### src/verilog/supply_integrity_pkg.sv
// constants for the supply integrity monitor: register map, field positions,
// interrupt vector, threshold level codes and bus handshake states.
// assumes a 32-bit APB master and a 10 MHz cpu clock.
package supply_integrity_pkg;

   localparam int APB_AW = 12;
   localparam int APB_DW = 32;
   localparam int CSR_W = 8;

   // register index; the byte address is four times the index
   localparam logic [7:0] SUPPLY_CSR_IDX = 8'h3A;
   localparam logic [APB_AW-1:0] SUPPLY_CSR_ADDR = {2'h0, SUPPLY_CSR_IDX, 2'h0};

   // field positions
   localparam int AUX_IRQ_EN_BIT = 0;
   localparam int AUX_FLAG_BIT = 1;
   localparam int LV_RESET_FLAG_BIT = 2;
   localparam int PLL_LOCK_BIT = 3;

   localparam logic [CSR_W-1:0] CSR_RESET = 8'h00;
   localparam logic [APB_DW-1:0] RDATA_ZERO = 32'h0000_0000;

   // supply-monitor interrupt vector
   localparam logic [3:0] SUPPLY_IRQ_NUM = 4'h7;
   localparam logic [15:0] SUPPLY_IRQ_VECTOR = 16'hFFEC;

   typedef enum logic [1:0] {
      LEVEL_LOW = 2'h0,
      LEVEL_MEDIUM = 2'h1,
      LEVEL_HIGH = 2'h2
   } lvd_level_e;

   typedef enum logic [1:0] {
      BUS_IDLE = 2'h1,
      BUS_DONE = 2'h2
   } bus_state_e;

endpackage

### src/verilog/supply_integrity_monitor.sv
// supply integrity monitor: low-voltage reset hold, low-voltage reset flag,
// auxiliary voltage warning flag and interrupt, pll lock flag, one csr on apb.
// assumes comparator, pll lock and option inputs are asynchronous; cpu mode,
// mask, acknowledge and illegal-code inputs come from logic on clk_i.
//
// Decided for this implementation: the APB slave port.
`timescale 1ns/1ps
module supply_integrity_monitor
(
   input wire logic clk_i,
   input wire logic rstn_i,
   input wire logic psel_i,
   input wire logic penable_i,
   input wire logic pwrite_i,
   input wire logic [supply_integrity_pkg::APB_AW-1:0] paddr_i,
   input wire logic [supply_integrity_pkg::APB_DW-1:0] pwdata_i,
   output logic [supply_integrity_pkg::APB_DW-1:0] prdata_o,
   output logic pready_o,
   output logic pslverr_o,
   input wire logic lv_below_i,
   input wire logic aux_below_i,
   input wire logic pll_locked_i,
   input wire logic lvd_enable_opt_i,
   input wire logic [1:0] lvd_level_opt_i,
   output logic [1:0] lvd_level_o,
   input wire logic illegal_code_i,
   input wire logic cpu_halt_i,
   input wire logic cpu_wait_i,
   input wire logic int_mask_i,
   input wire logic aux_irq_ack_i,
   output logic system_reset_o,
   input wire logic reset_pin_i,
   output logic reset_pin_o,
   output logic reset_pin_oe_n_o,
   output logic watchdog_flag_clear_o,
   output logic aux_irq_o,
   output logic [3:0] aux_irq_num_o,
   output logic [15:0] aux_irq_vector_o,
   output logic wake_o
);
   import supply_integrity_pkg::*;

   ////////////////////////////////////////////////////////////////////////////
   // synchronisers
   logic [1:0] lv_sync_ff, aux_sync_ff, pll_sync_ff, en_sync_ff;
   logic [1:0] lvl0_sync_ff, lvl1_sync_ff;
   logic [1:0] pin_sync_ff;
   logic lv_now, aux_now, pll_now, lvd_en;
   logic lv_prev_ff, aux_prev_ff;

   // first stage feeds only the second stage
   always_ff @(posedge clk_i or negedge rstn_i) begin
      if (!rstn_i) begin
         lv_sync_ff <= 2'h0;
         aux_sync_ff <= 2'h0;
         pll_sync_ff <= 2'h0;
         en_sync_ff <= 2'h0;
         lvl0_sync_ff <= 2'h0;
         lvl1_sync_ff <= 2'h0;
         pin_sync_ff <= 2'h3;
      end else begin
         lv_sync_ff <= {lv_sync_ff[0], lv_below_i};
         aux_sync_ff <= {aux_sync_ff[0], aux_below_i};
         pll_sync_ff <= {pll_sync_ff[0], pll_locked_i};
         en_sync_ff <= {en_sync_ff[0], lvd_enable_opt_i};
         lvl0_sync_ff <= {lvl0_sync_ff[0], lvd_level_opt_i[0]};
         lvl1_sync_ff <= {lvl1_sync_ff[0], lvd_level_opt_i[1]};
         pin_sync_ff <= {pin_sync_ff[0], reset_pin_i};
      end
   end

   assign lvd_en = en_sync_ff[1];
   assign lv_now = lv_sync_ff[1] & lvd_en;
   assign aux_now = aux_sync_ff[1] & lvd_en;
   assign pll_now = pll_sync_ff[1];

   always_ff @(posedge clk_i or negedge rstn_i) begin
      if (!rstn_i) begin
         lv_prev_ff <= 1'b0;
         aux_prev_ff <= 1'b0;
      end else begin
         lv_prev_ff <= lv_now;
         aux_prev_ff <= aux_now;
      end
   end

   ////////////////////////////////////////////////////////////////////////////
   // threshold level option; an unused code falls back to the low level.
   // the two option bits are synchronised apart, so a code is taken only once
   // it has stood for two samples and a skewed change never shows a third code
   logic [1:0] lvl_code, lvl_prev_ff;

   assign lvl_code = {lvl1_sync_ff[1], lvl0_sync_ff[1]};

   always_ff @(posedge clk_i or negedge rstn_i) begin
      if (!rstn_i) begin
         lvl_prev_ff <= 2'h0;
      end else begin
         lvl_prev_ff <= lvl_code;
      end
   end

   always_ff @(posedge clk_i or negedge rstn_i) begin
      if (!rstn_i) begin
         lvd_level_o <= LEVEL_LOW;
      end else if (lvl_code != lvl_prev_ff) begin
         lvd_level_o <= lvd_level_o;
      end else if (lvl_code == LEVEL_HIGH) begin
         lvd_level_o <= LEVEL_HIGH;
      end else if (lvl_code == LEVEL_MEDIUM) begin
         lvd_level_o <= LEVEL_MEDIUM;
      end else begin
         lvd_level_o <= LEVEL_LOW;
      end
   end

   ////////////////////////////////////////////////////////////////////////////
   // reset outputs; the reset pin is sampled only to tell a held board reset
   // apart, the block never releases another party's low level

   always_ff @(posedge clk_i or negedge rstn_i) begin
      if (!rstn_i) begin
         system_reset_o <= 1'b0;
         reset_pin_o <= 1'b1;
         reset_pin_oe_n_o <= 1'b1;
         watchdog_flag_clear_o <= 1'b0;
      end else begin
         system_reset_o <= lv_now | illegal_code_i;
         reset_pin_o <= 1'b0;
         reset_pin_oe_n_o <= ~lv_now;
         watchdog_flag_clear_o <= lv_now & ~lv_prev_ff;
      end
   end

   ////////////////////////////////////////////////////////////////////////////
   // apb slave: one wait state, write and read data at the completing edge
   bus_state_e bus_ff;
   logic access, hit, wr_done;
   logic [CSR_W-1:0] csr_view;

   assign access = psel_i & penable_i;
   assign hit = (paddr_i == SUPPLY_CSR_ADDR);
   assign wr_done = access & pready_o & pwrite_i & hit;

   always_ff @(posedge clk_i or negedge rstn_i) begin
      if (!rstn_i) begin
         bus_ff <= BUS_IDLE;
         pready_o <= 1'b0;
         pslverr_o <= 1'b0;
         prdata_o <= RDATA_ZERO;
      end else begin
         case (bus_ff)
            BUS_IDLE: begin
               if (access) begin
                  bus_ff <= BUS_DONE;
                  pready_o <= 1'b1;
                  pslverr_o <= ~hit;
                  if (hit && !pwrite_i) begin
                     prdata_o <= {{(APB_DW-CSR_W){1'b0}}, csr_view};
                  end else begin
                     prdata_o <= RDATA_ZERO;
                  end
               end
            end
            default: begin
               bus_ff <= BUS_IDLE;
               pready_o <= 1'b0;
               pslverr_o <= 1'b0;
               prdata_o <= RDATA_ZERO;
            end
         endcase
      end
   end

   ////////////////////////////////////////////////////////////////////////////
   // control/status fields; halt freezes every field
   logic irq_en_ff, aux_flag_ff, lv_flag_ff, pll_flag_ff, pending_ff;
   logic aux_edge;

   // a disabled detector must not leave a pending crossing behind
   assign aux_edge = (aux_now ^ aux_prev_ff) & lvd_en;
   assign csr_view = {4'h0, pll_flag_ff, lv_flag_ff, aux_flag_ff, irq_en_ff};

   always_ff @(posedge clk_i or negedge rstn_i) begin
      if (!rstn_i) begin
         irq_en_ff <= CSR_RESET[AUX_IRQ_EN_BIT];
      end else if (wr_done && !cpu_halt_i) begin
         irq_en_ff <= pwdata_i[AUX_IRQ_EN_BIT];
      end
   end

   // with the detector off by option the flag carries no meaning; it resets
   // to zero so that software always reads a defined value
   // set wins over a software clear in the same cycle; only the block's
   // own power-on reset touches it, board and watchdog resets do not
   always_ff @(posedge clk_i or negedge rstn_i) begin
      if (!rstn_i) begin
         lv_flag_ff <= CSR_RESET[LV_RESET_FLAG_BIT];
      end else if (!cpu_halt_i) begin
         if (lv_now) begin
            lv_flag_ff <= 1'b1;
         end else if (wr_done && !pwdata_i[LV_RESET_FLAG_BIT]) begin
            lv_flag_ff <= 1'b0;
         end
      end
   end

   always_ff @(posedge clk_i or negedge rstn_i) begin
      if (!rstn_i) begin
         aux_flag_ff <= CSR_RESET[AUX_FLAG_BIT];
         pll_flag_ff <= CSR_RESET[PLL_LOCK_BIT];
      end else if (!cpu_halt_i) begin
         aux_flag_ff <= aux_now;
         pll_flag_ff <= pll_now;
      end
   end

   // the comparator stays active in halt, so crossings still latch
   always_ff @(posedge clk_i or negedge rstn_i) begin
      if (!rstn_i) begin
         pending_ff <= 1'b0;
      end else if (aux_edge) begin
         pending_ff <= 1'b1;
      end else if (aux_irq_ack_i || !lvd_en) begin
         pending_ff <= 1'b0;
      end
   end

   ////////////////////////////////////////////////////////////////////////////
   // interrupt request and wake
   always_ff @(posedge clk_i or negedge rstn_i) begin
      if (!rstn_i) begin
         aux_irq_o <= 1'b0;
         wake_o <= 1'b0;
         aux_irq_num_o <= 4'h0;
         aux_irq_vector_o <= 16'h0000;
      end else begin
         aux_irq_o <= pending_ff & irq_en_ff & ~int_mask_i & ~aux_irq_ack_i;
         wake_o <= pending_ff & irq_en_ff & cpu_wait_i & ~cpu_halt_i;
         aux_irq_num_o <= SUPPLY_IRQ_NUM;
         aux_irq_vector_o <= SUPPLY_IRQ_VECTOR;
      end
   end
endmodule

### config.mk
export PLATFORM = sky130hd
export DESIGN_NAME = supply_integrity_monitor
export DESIGN_NICKNAME = d
export VERILOG_FILES = /design/src/verilog/supply_integrity_pkg.sv /design/src/verilog/supply_integrity_monitor.sv
export SDC_FILE = /design/constraint.sdc
export NUM_CORES = 1
export LEC_CHECK = 0
export ABC_CLOCK_PERIOD_IN_PS = 2200
export BUFFER_PORTS_ARGS = -buffer_cell sky130_fd_sc_hd__buf_4
export CORE_MARGIN = 5
export CORE_UTILIZATION = 42
export DETAILED_ROUTE_END_ITERATION = 12
export PLACE_DENSITY = 0.84
export SYNTH_ARGS = -nofsm -noshare
export SYNTH_HDL_FRONTEND = slang
export SYNTH_SLANG_ARGS = --single-unit
export TNS_END_PERCENT = 100
### constraint.sdc
create_clock -name clk_i -period 2.2 [get_ports clk_i]
set_input_delay 0 -clock clk_i [delete_from_list [all_inputs] [get_ports clk_i]]
set_output_delay 0 -clock clk_i [all_outputs]
set_load 0.005 [all_outputs]
==> impl_metrics.csv, run 1 <==
group,metric,value,unit
outcome,outcome,"complete, no violations",
timing,fin_tns_setup,0,ns
synth,synth_warnings,0,
power_and_ir_drop,ir_worst_vdd,0.000526,V
timing,hold_viol,0,
place,place_congestion,0.726,
synth,ys_types,26,
synth,muxShareOfSynthArea,2.71,%
timing,finalSetupViolations,0,
finish,utilization,58.8,%
routing,num_vias,1000,
timing,drv_slew,0,
synth,async_reset_ff_share,100,%
critical_path,crit_start,"bus_ff[0]$_DFFE_PN1P_",
critical_path,start_kind,"flop",
timing,relSlewSlack,66.1,%
die,io-pin-count,123,
die,core,0.00369,mm²
timing,hold_ws,0.0671,ns
timing,min_period,1.57,ns
global_routing,grt_max_degree,38,
routing,dr.pass1.iters,4,
place,hpwl,2230,µm
die,dieArea,0.00518,mm²
run,maxCapViolations,0,
synth,ys.flop_type,"dfrtp_1",
global_routing,use_met3,3.74,%
synth,synth_top_family_by_area,"buffers and inverters",
synth,synth_edf_count,0,
clock_tree,cts_resized,0,
critical_path,crit_path_max_fanout,4,
finish,drive_above_1_share,37.8,%
critical_path,path_buf_inv,1,
global_routing,grt.total_usage,11.2,%
clock_tree,clock_sinks,37,
synth,synth_top_area_share,52.7,%
synth,netlist_instances,134,
timing,fin_skew,0.0110,ns
global_routing,grt_pass1_wl,4440,µm
synth,synth_compound_area_share,5.43,%
place,io_buffer_count,59,
routing,antenna_left,0,
synth,syn_area,0.00161,mm²
critical_path,worst_setup_path_end_kind,"flop",
clock_tree,ctsHoldBuffers,15,
synth,synthTopCellsByCount,"buf_4, dfrtp_1, nor2_1, a22o_1, nand2_1",
min_path,hp-start,"penable_i",
synth,avgSynthCellArea,12.0,µm²
critical_path,critical_path_required,2.41,ns
clock_tree,post_cts_buffers,0,
critical_path,regToRegStartpoint,"bus_ff[0]$_DFFE_PN1P_",
global_routing,grt_util_met2,21.2,%
critical_path,crit_slowest_cell,"dfstp_2",
min_path,hold_class,"input pin to flop",
routing,wirelength,2920,µm
power_and_ir_drop,p_per_area,737,mW/mm²
synth,synthTopCellsByArea,"dfrtp_1, buf_4, dfstp_2",
finish,final_cell_area,0.00217,mm²
global_routing,antenna_found_initial,0,
die,rows,22,
critical_path,cpPeakStageDelay,0.52,ns
routing,drc,0,
clock_tree,cts_made_buffers,5,
routing,drt-wirelength-per-cell,11.7,µm
finish,area_growth,34.3,%
timing,fin_crit_sh,71.5,%
global_routing,grt_pass1_vias,1025,
global_routing,gr-max-usage-layer,"met2",
synth,synthAdderAreaFrac,0,%
finish,n_antenna_cell,0,
finish,fillers,311,
synth,synth_most_common_cell,"buf_4",
timing,worst_slew_pin_slew,0.504,ns
die,die_w,72.0,µm
critical_path,crit_family,"simple AND/OR/NAND/NOR gates",
place,place_area,0.00188,mm²
synth,synth-simple-area-share,9.92,%
synth,synth_top_cell_by_area,"dfrtp_1",
global_routing,grt.overflow.total,0,
synth,ys_seq_area_share,57.6,%
clock_tree,clk_pin_slew_worst_paths,0.08,ns
routing,drtIter0Drc,12,
critical_path,crit_chain,"nand2b_1, nor2_1, inv_1, nor3_1, a22o_1",
clock_tree,worstSkewPairLatency,0.28,ns
clock_tree,cts-htree-levels,2,
critical_path,criticalPathCategory,"flop to flop",
die,initial_core_util,43.8,%
clock_tree,clk_path_buf_depth,2,
synth,yosys_register_bits,37,
clock_tree,cts_tree,"done",
power_and_ir_drop,leakage,1.11,nW
routing,avgViaCountPerCell,4.02,
die,die_y,72.0,µm
global_routing,use_met1,11.0,%
timing,fmax,635,MHz
critical_path,crit_arrival,1.79,ns
clock_tree,cts-root-buf,"clkbuf_8",
timing,rsz0062_at_grt,"false",
finish,nets,261,
synth,synth_xor_xnor_area_share,1.09,%
[report_power, final]
group / switching (mW) / internal (mW) / leakage (nW)
Clock: 0.227 / 0.450 / 0.0681
Combinational: 0.0758 / 0.102 / 0.594
Sequential: 0.0228 / 0.719 / 0.452
Total: 0.325 / 1.27 / 1.11
[cell families (layout without fill, tap and decap cells)]
logic type,Yosys count,in the layout
compound gates,13,13
simple gates,25,25
buf+inv,51,86
other cells,2,34
flops,37,37
mux,4,4
xor+xnor,2,2
[layer usage]
layer / vias up / routed length, µm
li1: 485 / -
met1: 463 / 970
met2: 47 / 1630
met3: 5 / 285
met4: 0 / 34
met5: - / 0
[flip-flops by register name (all words and copies together) (netlist names), 2 cells and up]
signal        cells
en_sync_ff        2
prdata_o          4
lvl_prev_ff       2
pll_sync_ff       2
aux_sync_ff       2
lvl1_sync_ff      2
lvd_level_o       2
lvl0_sync_ff      2
lv_sync_ff        2
[worst register-to-register path, stage by stage, from the launching register on]
cell	delay, ns
dfstp_2	0.52
nand2b_1	0.08
nor2_1	0.20
inv_1	0.08
nor3_1	0.40
a22o_1	0.21
[cell type report]
cell class / instances / area, µm² / share of cell area (%)
flip-flops and latches: 37 / 930 / 42.9
inverters: 4 / 15.0 / 0.692
multi-input cells: 78 / 437 / 20.1
well taps: 48 / 60.1 / 2.77
repair buffers: 74 / 593 / 27.4
clock buffers: 5 / 68.8 / 3.17
clock inverters: 3 / 65.1 / 3.00
[placed cells by master, fill, tap and decap left out, drive strengths merged, types with 3 or more instances in the layout]
master	netlist	final
dfstp	3	3
conb	2	34
nand2b	3	3
dfrtp	34	34
inv	4	4
mux2	3	3
buf	47	59
a21oi	4	4
a22o	5	5
clkbuf	0	5
nand2	5	5
dlygate4sd3	0	15
nor2	8	8
[metrics by stage]
step	power (mW)	std cells	setup WS, ns
floorplan	0.863	166	0.927
global placement	0.909	226	0.751
detailed placement	0.916	226	0.662
CTS	1.62	249	0.634
global route	1.67	249	0.547
finish	1.60	249	0.626
[worst paths after layout]
check                                             endpoint  slack, ns  cells past startpoint
worst min register to register     en_sync_ff[1]$_DFF_PN0_       0.35                      0
worst max register to register     prdata_o[3]$_DFFE_PN0P_       0.63                      5
max in group asynchronous       reset_pin_oe_n_o$_DFF_PN1_       1.64                      2
worst max-delay path               prdata_o[3]$_DFFE_PN0P_       0.63                      5
min in group asynchronous            pslverr_o$_DFFE_PN0P_       0.20                      2
worst min-delay path                  pready_o$_DFFE_PN0P_       0.07                      3
No activity file was read; power rests on OpenSTA's default activity.
==> run 2, diff against run 1 <==
Settings changed: ABC_CLOCK_PERIOD_IN_PS 2200 to 1300, CORE_UTILIZATION 42 to 36, PLACE_DENSITY 0.84 to 0.76.
Clock period 2.2 ns to 1.3 ns, I/O delays scaled along.
==> impl_metrics.csv, run 2 (synthesized netlist as in run 1, its figures left out) <==
group,metric,value,unit
critical_path,critical_path_required,1.52,ns
clock_tree,cts_made_buffers,5,
finish,utilization,50.0,%
finish,drive_above_1_share,41.2,%
critical_path,worst_setup_path_end_kind,"flop",
routing,antenna_left,0,
clock_tree,cts_tree,"done",
critical_path,start_kind,"flop",
timing,hold_viol,0,
die,dieArea,0.00592,mm²
finish,area_growth,34.8,%
clock_tree,post_cts_buffers,0,
finish,fillers,392,
routing,avgViaCountPerCell,4.01,
timing,hold_ws,0.111,ns
critical_path,cpPeakStageDelay,0.55,ns
timing,fin_crit_sh,91.7,%
timing,drv_slew,0,
critical_path,crit_chain,"nand2b_4, nor2_4, inv_2, nor3_2, buf_4, a22o_1",
clock_tree,cts-root-buf,"clkbuf_8",
critical_path,crit_arrival,1.41,ns
global_routing,grt_max_degree,38,
critical_path,path_buf_inv,2,
routing,drt-wirelength-per-cell,11.5,µm
place,hpwl,2270,µm
critical_path,crit_path_max_fanout,4,
global_routing,grt_pass1_vias,1032,
place,place_congestion,0.750,
finish,nets,264,
timing,finalSetupViolations,0,
finish,final_cells,256,
critical_path,rrSetupSlack,0.11,ns
global_routing,grt.overflow.total,0,
clock_tree,clk_pin_slew_worst_paths,0.07,ns
timing,fmax,839,MHz
power_and_ir_drop,leakage,1.11,nW
die,die_w,77.0,µm
critical_path,criticalPathCategory,"flop to flop",
min_path,hp-start,"paddr_i[10]",
place,placed_cells,234,
timing,min_period,1.19,ns
power_and_ir_drop,power,2.39,mW
clock_tree,cts-htree-levels,2,
power_and_ir_drop,ir_worst_vdd,0.000965,V
die,io-pin-count,123,
routing,dr.pass1.iters,3,
outcome,outcome,"complete, no violations",
clock_tree,clock_sinks,37,
die,die_y,77.0,µm
finish,n_antenna_cell,0,
critical_path,regToRegStartpoint,"bus_ff[0]$_DFFE_PN1P_",
min_path,hold_class,"input pin to flop",
routing,num_vias,1026,
global_routing,antenna_found_initial,0,
global_routing,grt_pass1_wl,4800,µm
die,initial_core_util,37.1,%
finish,final_cell_mix,"buf_4, conb_1, dfrtp_1",
critical_path,r2r_end,"prdata_o[1]$_DFFE_PN0P_",
run,maxCapViolations,0,
global_routing,grt.total_usage,10.1,%
finish,largest_reg_flops,4,
timing,fin_tns_setup,0,ns
place,io_buffer_count,59,
critical_path,crit_family,"flip-flops",
finish,layout_commonest_cell,"buf_4",
clock_tree,worstSkewPairLatency,0.28,ns
clock_tree,clk_path_buf_depth,2,
timing,rsz0062_at_grt,"false",
power_and_ir_drop,p_per_area,1100,mW/mm²
die,core,0.00435,mm²
min_path,min_to,"lv_flag_ff$_DFFE_PN0P_",
routing,wirelength,2950,µm
routing,drtIter0Drc,20,
critical_path,crit_slowest_cell,"dfstp_2",
finish,regMostFlops,"prdata_o",
die,rows,24,
timing,fin_skew,0.00405,ns
critical_path,ff2ff_path_depth,6,
min_path,hold_depth,5,
routing,drc,0,
==> run 2: final cells by class <==
type	count	area [µm²]	share of cell area, %
sequential	37	930	42.7
timing repair buffer	77	613	28.2
multi-input combinational	78	457	21.0
clock buffer	6	82.6	3.80
tap	52	65.1	2.99
inverter	4	15.0	0.690
clock inverter	2	13.8	0.633
==> run 2: timing repair <==
item / in CTS / in global routing
hold buffers: 14 / 0
endpoints found under the hold margin: 46 / 0
gates resized for setup: 0 / 5
setup endpoints to repair: 0 / 4
==> run 2: worst max-delay path by stage <==
| stage | startpoint | end | slack [ns] | cells after the start |
|---|---|---|---|---|
| 6_report | bus_ff[0]$_DFFE_PN1P_ | prdata_o[1]$_DFFE_PN0P_ | 0.11 | 6 |
| 3_5_place_dp | paddr_i[1] | irq_en_ff$_DFFE_PN0P_ | -0.02 | 5 |
| 4_1_cts | bus_ff[0]$_DFFE_PN1P_ | prdata_o[1]$_DFFE_PN0P_ | 0.009 | 6 |
| 3_3_place_gp | paddr_i[1] | irq_en_ff$_DFFE_PN0P_ | -0.01 | 5 |
| 2_1_floorplan | bus_ff[0]$_DFFE_PN1P_ | prdata_o[0]$_DFFE_PN0P_ | 0.03 | 5 |
| 5_1_grt | bus_ff[0]$_DFFE_PN1P_ | prdata_o[1]$_DFFE_PN0P_ | 0.01 | 6 |
==> run 2: power breakdown <==
group / leakage (nW) / switching, mW / total, mW / internal [mW]
sequential: 0.452 / 0.0391 / 1.26 / 1.22
clock: 0.0512 / 0.383 / 0.812 / 0.429
combinational: 0.606 / 0.133 / 0.318 / 0.186
total: 1.11 / 0.555 / 2.39 / 1.83
==> run 2: routing by layer <==
| layer | track usage [%] | part of all wire, % |
|---|---|---|
| met5 | 0 | 0 |
| met2 | 16.1 | 51 |
| met4 | 4.55 | 1.3 |
| met3 | 5.74 | 13 |
| met1 | 10.9 | 35 |
==> run 2: worst min-delay path, cell delays in order <==
cell and delay [ns]:
buf_4 0.08, nor4_2 0.03, nand3_2 0.07, nor4_4 0.05, a21oi_1 0.11
==> run 2: through the flow <==
step / setup WS [ns] / instance area, µm²
after floorplan: 0.0272 / 1730
after global placement: -0.00968 / 1920
after detailed placement: -0.0176 / 1920
after CTS: 0.00867 / 2160
after global routing: 0.0131 / 2180
final: 0.108 / 2180
